**src/shared/dmb_pkg.sv**
```systemverilog
// Constants and types for the debug-mode bus arbiter and power-cut control
package dmb_pkg;
	localparam logic [11:0] PCC_OFFSET      = 12'h2f0;
	localparam logic [11:0] PORTCTL_OFFSET  = 12'h2f4;
	localparam logic [11:0] STATUS_OFFSET   = 12'h2f8;
	localparam int          PCC_ON_BIT      = 7;
	localparam int          PCC_WO_BIT      = 2;
	localparam int          PCC_WU_LSB      = 0;
	localparam logic [7:0]  PCC_RESET       = 8'h00;
	localparam logic [7:0]  PORTCTL_RESET   = 8'h00;
	localparam logic [1:0]  RESP_OKAY       = 2'b00;
	localparam logic [1:0]  RESP_SLVERR     = 2'b10;
	localparam int          WU_BASE_EXP     = 9;
	localparam int          STEAL_MAX_LCLK  = 80;
	localparam int          DBG_PIN_COUNT   = 9;
	typedef enum logic [3:0] {
		DMB_IDLE  = 4'b0001,
		DMB_STEAL = 4'b0010,
		DMB_DISP  = 4'b0100,
		DMB_GDMA  = 4'b1000
	} dmb_owner_t;
endpackage

```
**src/hw/dmb_sync.sv**
```systemverilog
// Two-flop synchroniser for one asynchronous level
`timescale 1ns/1ps
`default_nettype none
module dmb_sync #(
	parameter logic RST_VAL = 1'b0
) (
	// Clock and reset
	input  wire logic aclk,
	input  wire logic aresetn,
	// Level in and out
	input  wire logic din,
	output var  logic dout
);
	logic meta_ff;
	logic sync_ff;
	logic nxt_meta;
	logic nxt_sync;

	always_comb begin
		nxt_meta = din;
		nxt_sync = meta_ff;
	end

	always_ff @(posedge aclk) begin
		if (!aresetn) begin
			meta_ff <= RST_VAL;
			sync_ff <= RST_VAL;
		end else begin
			meta_ff <= nxt_meta;
			sync_ff <= nxt_sync;
		end
	end

	assign dout = sync_ff;
endmodule
`default_nettype wire

```
**src/hw/dmb_top.sv**
```systemverilog
// Debug-mode bus arbiter, power-cut control and AXI4-Lite registers
// Contract
// - In debug mode power cut is refused; power enable stays high.
// - Power cut enable is bit 7; clears on system reset, kept on hot reset.
// - Warm-up select bits 1:0 pick 2^9..2^12 count; resets to 00.
// - Debug pin port writes store value; in debug mode pin function is unchanged.
// - Breakpoint halts only the CPU; other masters keep the bus.
// - Steal program releases the bus within 80 debug link clocks.
// - Display DMA granted before general DMA after a steal hold.
// - No preemption; a display or DMA transfer runs to completion, a steal hold until done or forced release.
// - Requests behind a pending steal wait until the steal finishes.
`timescale 1ns/1ps
`default_nettype none
module dmb_top
	import dmb_pkg::*;
#(
	parameter int STEAL_MAX = STEAL_MAX_LCLK
) (
	// Clock and resets
	input  wire logic        aclk,
	input  wire logic        aresetn,
	input  wire logic        hot_resetn,
	// Device pins
	input  wire logic        debug_enable_pin_n,
	input  wire logic        boot_mode_select_0,
	input  wire logic        boot_mode_select_1,
	input  wire logic        debug_link_clock,
	// Standby request from power manager
	input  wire logic        standby_req,
	// Bus requests and done strobes
	input  wire logic        steal_req,
	input  wire logic        steal_done,
	input  wire logic        disp_req,
	input  wire logic        disp_done,
	input  wire logic        gdma_req,
	input  wire logic        gdma_done,
	input  wire logic        sdram_req,
	input  wire logic        cpu_req,
	input  wire logic        breakpoint_hit,
	// Grants and status
	output var  logic        steal_gnt,
	output var  logic        disp_gnt,
	output var  logic        gdma_gnt,
	output var  logic        sdram_gnt,
	output var  logic        cpu_gnt,
	output var  logic        cpu_halt,
	output var  logic        debug_mode,
	output var  logic        boot_allowed,
	output var  logic        power_enable_output,
	output var  logic [1:0]  warmup_sel,
	output var  logic [8:0]  dbg_pin_port_func,
	// AXI4-Lite slave
	input  wire logic [11:0] s_axi_awaddr,
	input  wire logic        s_axi_awvalid,
	output var  logic        s_axi_awready,
	input  wire logic [31:0] s_axi_wdata,
	input  wire logic [3:0]  s_axi_wstrb,
	input  wire logic        s_axi_wvalid,
	output var  logic        s_axi_wready,
	output var  logic [1:0]  s_axi_bresp,
	output var  logic        s_axi_bvalid,
	input  wire logic        s_axi_bready,
	input  wire logic [11:0] s_axi_araddr,
	input  wire logic        s_axi_arvalid,
	output var  logic        s_axi_arready,
	output var  logic [31:0] s_axi_rdata,
	output var  logic [1:0]  s_axi_rresp,
	output var  logic        s_axi_rvalid,
	input  wire logic        s_axi_rready
);
	logic debug_enable_pin_n_s, am0_s, am1_s, lclk_s;
	dmb_sync #(.RST_VAL(1'b1)) u_s_debug_enable_pin (.aclk(aclk), .aresetn(aresetn),
		.din(debug_enable_pin_n), .dout(debug_enable_pin_n_s));
	dmb_sync #(.RST_VAL(1'b0)) u_s_am0 (.aclk(aclk), .aresetn(aresetn),
		.din(boot_mode_select_0), .dout(am0_s));
	dmb_sync #(.RST_VAL(1'b0)) u_s_am1 (.aclk(aclk), .aresetn(aresetn),
		.din(boot_mode_select_1), .dout(am1_s));
	dmb_sync #(.RST_VAL(1'b0)) u_s_lclk (.aclk(aclk), .aresetn(aresetn),
		.din(debug_link_clock), .dout(lclk_s));

	// Registers
	logic       pcc_on_ff, nxt_pcc_on;
	logic [1:0] wu_ff, nxt_wu;
	logic [7:0] portctl_ff, nxt_portctl;
	logic [8:0] pfunc_ff, nxt_pfunc;
	logic       dbg_ff, nxt_dbg;
	logic       boot_ff, nxt_boot;
	logic       pwe_ff, nxt_pwe;
	logic       refused_ff, nxt_refused;
	logic       lclk_d_ff, nxt_lclk_d;
	logic [6:0] steal_cnt_ff, nxt_steal_cnt;
	logic       steal_ovr_ff, nxt_steal_ovr;
	dmb_owner_t own_ff, nxt_own;
	logic       cpu_gnt_ff, nxt_cpu_gnt;
	logic       sdram_gnt_ff, nxt_sdram_gnt;
	logic       halt_ff, nxt_halt;
	// Bus slave state
	logic        aw_ff, nxt_aw, w_ff, nxt_w, bv_ff, nxt_bv, rv_ff, nxt_rv;
	logic [11:0] awa_ff, nxt_awa;
	logic [31:0] wd_ff, nxt_wd, rd_ff, nxt_rd;
	logic [3:0]  ws_ff, nxt_ws;
	logic [1:0]  br_ff, nxt_br, rr_ff, nxt_rr;

	logic do_wr;
	logic ovr_set;
	logic lclk_rise;
	logic [7:0] pcc_read;
	assign do_wr     = aw_ff && w_ff && !bv_ff;
	assign lclk_rise = lclk_s && !lclk_d_ff;
	// Bit 2 always reads zero
	assign pcc_read  = {pcc_on_ff, 4'h0, 1'b0, wu_ff};

	always_comb begin
		nxt_dbg    = !debug_enable_pin_n_s;
		nxt_boot   = !(!debug_enable_pin_n_s && am0_s && am1_s);
		nxt_lclk_d = lclk_s;
		nxt_halt   = dbg_ff && (halt_ff || breakpoint_hit);
		if (!dbg_ff)
			nxt_halt = 1'b0;
		nxt_pcc_on  = pcc_on_ff;
		nxt_wu      = wu_ff;
		nxt_portctl = portctl_ff;
		// Hot reset keeps bit 7 but returns warm-up field to default
		if (!hot_resetn)
			nxt_wu = PCC_RESET[1:0];
		else if (do_wr && awa_ff == PCC_OFFSET && ws_ff[0]) begin
			nxt_pcc_on = wd_ff[PCC_ON_BIT];
			nxt_wu     = wd_ff[PCC_WU_LSB +: 2];
		end
		if (do_wr && awa_ff == PORTCTL_OFFSET && ws_ff[0])
			nxt_portctl = wd_ff[7:0];
		// In debug mode the pins keep the link function whatever is stored
		nxt_pfunc = dbg_ff ? '0 : {1'b0, portctl_ff};
		// Power cut only outside debug mode
		nxt_pwe     = !(pcc_on_ff && standby_req && !dbg_ff);
		nxt_refused = refused_ff || (pcc_on_ff && standby_req && dbg_ff);
		if (do_wr && awa_ff == STATUS_OFFSET && ws_ff[0] && wd_ff[0])
			nxt_refused = pcc_on_ff && standby_req && dbg_ff;
	end

	// Arbiter: no preemption, steal first, display before general DMA
	always_comb begin
		nxt_own       = own_ff;
		nxt_steal_cnt = steal_cnt_ff;
		ovr_set       = 1'b0;
		unique case (own_ff)
			DMB_IDLE: begin
				if (steal_req && dbg_ff)
					nxt_own = DMB_STEAL;
				else if (disp_req)
					nxt_own = DMB_DISP;
				else if (gdma_req)
					nxt_own = DMB_GDMA;
				nxt_steal_cnt = '0;
			end
			DMB_STEAL: begin
				if (lclk_rise)
					nxt_steal_cnt = steal_cnt_ff + 7'd1;
				// Forced release bounds the hold
				if (steal_done || !dbg_ff || (lclk_rise
					&& steal_cnt_ff == 7'(STEAL_MAX - 1))) begin
					nxt_own = DMB_IDLE;
					if (!steal_done && dbg_ff)
						ovr_set = 1'b1;
				end
			end
			DMB_DISP: if (disp_done) nxt_own = DMB_IDLE;
			DMB_GDMA: if (gdma_done) nxt_own = DMB_IDLE;
			default: nxt_own = DMB_IDLE;
		endcase
		// A forced release in the clearing cycle keeps the flag set
		nxt_steal_ovr = ovr_set || (steal_ovr_ff
			&& !(do_wr && awa_ff == STATUS_OFFSET && ws_ff[0] && wd_ff[1]));
		// Halt stops only the CPU; SDRAM refresh uses idle slots
		nxt_cpu_gnt   = cpu_req && !halt_ff && nxt_own == DMB_IDLE && !sdram_req;
		nxt_sdram_gnt = sdram_req && nxt_own == DMB_IDLE;
	end

	// AXI4-Lite slave
	always_comb begin
		nxt_aw = aw_ff; nxt_awa = awa_ff;
		nxt_w = w_ff; nxt_wd = wd_ff; nxt_ws = ws_ff;
		nxt_bv = bv_ff; nxt_br = br_ff;
		nxt_rv = rv_ff; nxt_rd = rd_ff; nxt_rr = rr_ff;
		if (s_axi_awvalid && !aw_ff) begin
			nxt_aw = 1'b1; nxt_awa = s_axi_awaddr;
		end
		if (s_axi_wvalid && !w_ff) begin
			nxt_w = 1'b1; nxt_wd = s_axi_wdata; nxt_ws = s_axi_wstrb;
		end
		if (do_wr) begin
			nxt_bv = 1'b1; nxt_aw = 1'b0; nxt_w = 1'b0;
			nxt_br = (awa_ff == PCC_OFFSET || awa_ff == PORTCTL_OFFSET
				|| awa_ff == STATUS_OFFSET) ? RESP_OKAY : RESP_SLVERR;
		end
		if (bv_ff && s_axi_bready)
			nxt_bv = 1'b0;
		if (s_axi_arvalid && !rv_ff) begin
			nxt_rv = 1'b1; nxt_rr = RESP_OKAY;
			unique case (s_axi_araddr)
				PCC_OFFSET:     nxt_rd = {24'h0, pcc_read};
				PORTCTL_OFFSET: nxt_rd = {24'h0, portctl_ff};
				STATUS_OFFSET:  nxt_rd = {24'h0, own_ff, 1'b0, !debug_enable_pin_n_s,
					steal_ovr_ff, refused_ff};
				default: begin
					nxt_rd = 32'h0; nxt_rr = RESP_SLVERR;
				end
			endcase
		end else if (rv_ff && s_axi_rready)
			nxt_rv = 1'b0;
	end

	always_ff @(posedge aclk) begin
		if (!aresetn) begin
			pcc_on_ff <= PCC_RESET[PCC_ON_BIT];
			wu_ff <= PCC_RESET[1:0];
			portctl_ff <= PORTCTL_RESET; pfunc_ff <= '0;
			dbg_ff <= 1'b0; boot_ff <= 1'b1; pwe_ff <= 1'b1;
			refused_ff <= 1'b0; lclk_d_ff <= 1'b0;
			steal_cnt_ff <= '0; steal_ovr_ff <= 1'b0; own_ff <= DMB_IDLE;
			cpu_gnt_ff <= 1'b0; sdram_gnt_ff <= 1'b0; halt_ff <= 1'b0;
			aw_ff <= 1'b0; w_ff <= 1'b0; bv_ff <= 1'b0; rv_ff <= 1'b0;
			awa_ff <= '0; wd_ff <= '0; ws_ff <= '0; rd_ff <= '0;
			br_ff <= RESP_OKAY; rr_ff <= RESP_OKAY;
		end else begin
			pcc_on_ff <= nxt_pcc_on; wu_ff <= nxt_wu;
			portctl_ff <= nxt_portctl; pfunc_ff <= nxt_pfunc;
			dbg_ff <= nxt_dbg; boot_ff <= nxt_boot; pwe_ff <= nxt_pwe;
			refused_ff <= nxt_refused; lclk_d_ff <= nxt_lclk_d;
			steal_cnt_ff <= nxt_steal_cnt; steal_ovr_ff <= nxt_steal_ovr;
			own_ff <= nxt_own;
			cpu_gnt_ff <= nxt_cpu_gnt; sdram_gnt_ff <= nxt_sdram_gnt;
			halt_ff <= nxt_halt;
			aw_ff <= nxt_aw; w_ff <= nxt_w; bv_ff <= nxt_bv; rv_ff <= nxt_rv;
			awa_ff <= nxt_awa; wd_ff <= nxt_wd; ws_ff <= nxt_ws;
			rd_ff <= nxt_rd; br_ff <= nxt_br; rr_ff <= nxt_rr;
		end
	end

	assign steal_gnt           = own_ff == DMB_STEAL;
	assign disp_gnt            = own_ff == DMB_DISP;
	assign gdma_gnt            = own_ff == DMB_GDMA;
	assign sdram_gnt           = sdram_gnt_ff;
	assign cpu_gnt             = cpu_gnt_ff;
	assign cpu_halt            = halt_ff;
	assign debug_mode          = dbg_ff;
	assign boot_allowed        = boot_ff;
	assign power_enable_output = pwe_ff;
	assign warmup_sel          = wu_ff;
	assign dbg_pin_port_func   = pfunc_ff;
	assign s_axi_awready       = !aw_ff;
	assign s_axi_wready        = !w_ff;
	assign s_axi_bvalid        = bv_ff;
	assign s_axi_bresp         = br_ff;
	assign s_axi_arready       = !rv_ff;
	assign s_axi_rvalid        = rv_ff;
	assign s_axi_rdata         = rd_ff;
	assign s_axi_rresp         = rr_ff;
endmodule
`default_nettype wire

```
**config.mk**
```make
export PLATFORM = sky130hd
export DESIGN_NAME = dmb_top
export DESIGN_NICKNAME = d
export VERILOG_FILES = /design/src/shared/dmb_pkg.sv /design/src/hw/dmb_sync.sv /design/src/hw/dmb_top.sv
export SDC_FILE = /design/constraint.sdc
export NUM_CORES = 1
export LEC_CHECK = 0
export BUFFER_PORTS_ARGS = -buffer_cell sky130_fd_sc_hd__buf_4
export CAP_MARGIN = 20
export CORE_MARGIN = 3
export CORE_UTILIZATION = 43
export DETAILED_ROUTE_END_ITERATION = 12
export HOLD_SLACK_MARGIN = 0.1
export PLACE_DENSITY = 0.85
export SLEW_MARGIN = 20
export SYNTH_ARGS = -nofsm -noshare
export SYNTH_HDL_FRONTEND = slang
export SYNTH_HIERARCHICAL = 1
export SYNTH_SLANG_ARGS = --single-unit
```
**constraint.sdc**
```tcl
create_clock -name aclk -period 1.6 [get_ports aclk]
set_input_delay 0.24 -clock aclk [delete_from_list [all_inputs] [get_ports aclk]]
set_output_delay 0.24 -clock aclk [all_outputs]
set_load 0.05 [all_outputs]
```
### Yosys cells after proc, flatten, opt, wreduce, memory -nomap -nowiden

Cells that the tools add are included.

* bits in registers: 109
* output and inout bits: 61

* add/subtract/negate cells: 1
* eq/ne operators: 13
* multiplexer cells: 18
* bitwise operators: 1
* reductions and logical operators: 60

Operators with widths (number)
* $eq 12x10->1 const B: 6
* $logic_and 1x1->1: 30
* $mux 4: 6
* $pmux 8 s3: 1
* $pmux 4 s4: 1
* $pmux 7 s2: 1
* $logic_not 1->1: 13
* $eq 4x1->1 const B: 2
* $reduce_and 2->1: 4
* $add 7x1->7 const B: 1
* $eq 7x7->1 const B: 1
* $logic_or 1x1->1: 7
* $mux 7: 1
* $mux 1: 6
* $reduce_or 2->1: 3
* $eq 4x2->1 const B: 1
* $eq 4x3->1 const B: 1
* $eq 4x4->1 const B: 1
* $mux 2: 2
* $reduce_bool 2->1: 2
* $reduce_or 3->1: 1
* $ne 2x1->1 const B: 1
* $not 1->1: 1

### Depth between registers and ports, before layout

* depth in word-level cells: 9
* mapped depth: 6
* gate-level depth less buffers: 5

### Cells and area by module

Netlist, hierarchy kept.

By module, submodules not included
* dmb_top: times used 1, cells each 364, area an instance 3316.9 um2, sequential area each 1481.4 um2
* dmb_sync: times used 4, cells each 4, area an instance 52.6 um2, sequential area each 40.0 um2

### Worst setup path before layout

No wires, ideal clock.

* path type: register to register
* from: register own_ff[1]
* to: register cpu_gnt_ff, in the netlist cpu_gnt
* setup time: 0.117 ns
* data arrival time: 2.954 ns
* path slack: -1.471 ns
* cell stages (with the launch flop): 6
* path buffers: 1
* period minus slack after synthesis: 3.071 ns
* path through: dfxtp_1 clkbuf_2 nor4b_1 nand2b_1 a221oi_2 and4b_1

* elaborated cells between the ends (all ways): 14

RTL lines
* from (decl): RTL line dmb_top.sv:93 `dmb_owner_t own_ff, nxt_own;`
* from (signal assigned): RTL line dmb_top.sv:231 `own_ff <= nxt_own;`
* $eq 4x4->1
* named net gdma_gnt: RTL line dmb_top.sv:43 `output var logic gdma_gnt,`
* $pmux 4 s4: RTL line dmb_top.sv:146 `unique case (own_ff)`
* $eq 4x1->1: RTL line dmb_top.sv:175 `nxt_cpu_gnt = cpu_req && !halt_ff && nxt_own == DMB_IDLE && !sdram_req;`
* $logic_and 1x1->1 (2 in series): RTL line dmb_top.sv:175
* to (signal assigned): RTL line dmb_top.sv:232 `cpu_gnt_ff <= nxt_cpu_gnt; sdram_gnt_ff <= nxt_sdram_gnt;`
* to (decl): RTL line dmb_top.sv:94 `logic cpu_gnt_ff, nxt_cpu_gnt;`

The timed path passes the listed nets, and every way through them passes these cells.
A chain may end at the register's enable or synchronous reset.

### Final worst setup path

* from: register own_ff[1]
* to: output port disp_gnt

* word-level cells in the longest chain between the ends: 1

RTL lines
* $eq 4x3->1: RTL line dmb_top.sv:241 `assign disp_gnt = own_ff == DMB_DISP;`
* to (decl): RTL line dmb_top.sv:42 `output var logic disp_gnt,`

No other way between the ends.

==> impl_metrics.ini <==
[run_status]
status = finished with violations
violations = setup timing

[cts]
root_buffer = clkbuf_8
cts_tree = done
clk_latency_ns = 0.35
cts.path.max_buffers = 2
h-tree-depth = 3
cts_buffers = 9
clkSinkCount = 82
cts.clk_slew.worst_paths_ns = 0.08

[pwr]
p_sw_mw = 1.205
leakage_nw = 2.080
ir_drop_mv = 0.5818
p_clk_share_pct = 34.7
p_per_area_nw_per_um2 = 956.5
combPwrFrac_pct = 17.3
power_mw = 4.493
swShare_pct = 26.82
p_int_mw = 3.288
power_frac_seq_pct = 47.9

[critical_path]
crit_path_end_kind = output pin
rrSetupSlack_ns = -0.16
slowest_stage = or4b_4
start_kind = flip-flop
slowest_delay_ns = 0.55
cp.required_ns = 1.36
critPathMaxFanout = 2
cp_top_family = simple AND/OR/NAND/NOR gates
path_buf_inv = 3
arrival_ns = 1.54
crit_chain = or4b_4 > buf_6 > inv_2 > buf_8
crit_type = flip-flop to output pin

[sta]
finClkSkew_ns = 0.01019
fmax_ghz = 0.5611
final-hold-violation-count = 0
period_minus_slack_ns = 1.782
slew_headroom_pct = 64.52
rsz0062_at_grt = true
finalCritPeriodShare_pct = 111.4
finalMaxSlewViolations = 0
setup_violations = 7
tightest_slew_ns = 0.5311
setup_tns_ns = -0.6846
final.setup.worst_slack_ns = -0.1822

[cells_and_area]
drive_above_1_share_pct = 29.70
final_net_count = 575
syn2layout_area_growth_pct = 33.17
diodes = 0

[floorplan]
coreArea_um2 = 7848
ios = 143
start_util_pct = 44.95
die_w_um = 96.57
die-area_um2 = 9326
num_rows = 32
die_h_um = 96.57

[yosys]
syn_avg_cell_area_um2 = 9.282
synth.largest_area_cell = dfxtp_1
synthCells = 380
ys_warn_count = 6
synth_ff_type = dfxtp_1
synth-edff-count = 0
synth-async-reset-ratio_pct = 0
synth.area.top_cells = dfxtp_1, nand2_1, buf_4, a21boi_0, mux2i_1
synth_area_um2 = 3527
synth_seq_cells = 82
seq_area_frac_synth_pct = 46.54
synth.distinct_cells = 51
synth_top_area_share_pct = 46.54

[detailed_routing]
via_count = 2975
drc_errors = 0
first_iter_violations = 92
drtAntennaViolNets = 0
avgRoutedWirePerCell_um = 13.83
routed_via_density = 4.983
wl_um = 8259
drtPass1Iterations = 4

[placement]
numPortBuffers = 88
pre_cts_ws_ns = -0.05298
place_hpwl_um = 6172
place.gp.congestion = 0.8700

[run]
maxCapViolCount = 0

[global_routing]
grt_pass1_vias = 2828
track_usage_pct = 17.67
grt_first_pass_wirelength_um = 12700
antenna_found_initial = 0
grt_max_degree = 40
overflow = 0

[hold_path]
hold_path_class = primary input to flip-flop
==> registers in the layout, summed over array words and instances, names as in the netlist, 2 cells and up <==
name               cells
awa_ff                12
dbg_pin_port_func      8
own_ff                 4
portctl_ff             8
s_axi_rdata            8
steal_cnt_ff           7
warmup_sel             2
wd_ff                  8
==> synthesized netlist by cell type (4+ instances only) <==
library cell,count
nand2b_1,5
nand4_1,6
nand2_1,60
o211ai_1,4
o21ai_1,6
a22o_1,4
nor2_1,13
xor2_1,6
nand3_1,10
inv_1,7
a21boi_1,7
clkbuf_1,12
o21ai_0,4
buf_4,27
a21boi_0,21
nor2b_1,20
mux2i_1,14
and2_1,20
nor4b_1,4
dfxtp_1,82
==> worst paths after layout <==
| kind | start | end | cells after the start |
|---|---|---|---|
| worst max-delay path | own_ff[1] | disp_gnt | 4 |
| worst min-delay path | s_axi_arvalid | s_axi_rvalid | 2 |
| worst max register to register | own_ff[1] | cpu_gnt | 5 |
| worst min register to register | u_s_am0/dout | boot_allowed | 1 |
==> worst reg2reg max path: stages (launching register included) <==
cell and delay, ns:
dfxtp_2 0.33, or4b_4 0.55, buf_6 0.13, a2bb2oi_2 0.12, a221oi_2 0.28, and4b_1 0.23
==> metal layers <==
metal / GRT usage (%) / vias to the layer above / wire length (µm)
li1: - / 1478 / -
met1: 20.83 / 1365 / 3346
met2: 30.34 / 110 / 4099
met3: 4.493 / 22 / 594
met4: 7.593 / 0 / 218
met5: 0 / - / 0
==> kinds of logic after synthesis <==
logic type      after synthesis  share of synthesized area [%]
simple gates                163                          25.68
flops                        82                          46.54
other cells                   1                         0.1063
mux                          14                          3.973
fa+ha+maj                     1                         0.3547
compound gates               65                          13.83
xor+xnor                      6                          1.490
buf+inv                      48                          8.017
==> power groups by stage <==
stage               sequential [mW]  clock (mW)  combinational (mW)
floorplan                      2.24           0               0.461
global placement               2.20           0               0.698
detailed placement             2.20           0               0.712
CTS                            2.15        1.60               0.763
global route                   2.16        1.67               0.840
finish                         2.15        1.56               0.779
==> final cells by class <==
| cell class | instances | area, µm² |
|---|---|---|
| clock inverters | 5 | 81.33 |
| flip-flops and latches | 82 | 1648 |
| clock buffers | 9 | 123.9 |
| inverters | 7 | 26.28 |
| well taps | 102 | 127.6 |
| multi-input cells | 276 | 1762 |
| fillers | 672 | 3151 |
| repair buffers | 116 | 928.4 |
==> layout by cell type (no fill, tap or decap), drive strengths merged, types with 5 or more instances in the layout <==
| cell type | Yosys | routed |
|---|---|---|
| a21boi | 28 | 28 |
| and2 | 20 | 20 |
| buf | 28 | 111 |
| clkbuf | 13 | 9 |
| conb | 1 | 27 |
| dfxtp | 82 | 82 |
| dlygate4sd3 | 0 | 5 |
| inv | 7 | 7 |
| mux2i | 14 | 14 |
| nand2 | 60 | 60 |
| nand2b | 5 | 5 |
| nand3 | 10 | 10 |
| nand4 | 6 | 6 |
| nor2 | 14 | 14 |
| nor2b | 20 | 20 |
| nor4b | 6 | 6 |
| o21ai | 10 | 10 |
| xor2 | 6 | 6 |
==> stage by stage <==
step | util, % | hold WS [ns] | area (µm²) | instances
global route | 59.85 | 0.1141 | 4697 | 597
detailed placement | 55.25 | 0.3642 | 4335 | 575
global placement | 55.25 | 0.3611 | 4335 | 575
floorplan | - | 0.3130 | 3662 | 406
finish | 59.85 | 0.1327 | 4697 | 597
CTS | 59.44 | 0.1022 | 4664 | 598
==> repair_timing <==
action                     CTS  global route
pin swaps                    5             4
hold buffers                 5             0
setup buffers                4             0
setup endpoints to repair    6            15
hold endpoints to repair     5             0
resized for setup           14             9
No activity file was read; power rests on OpenSTA's default activity.
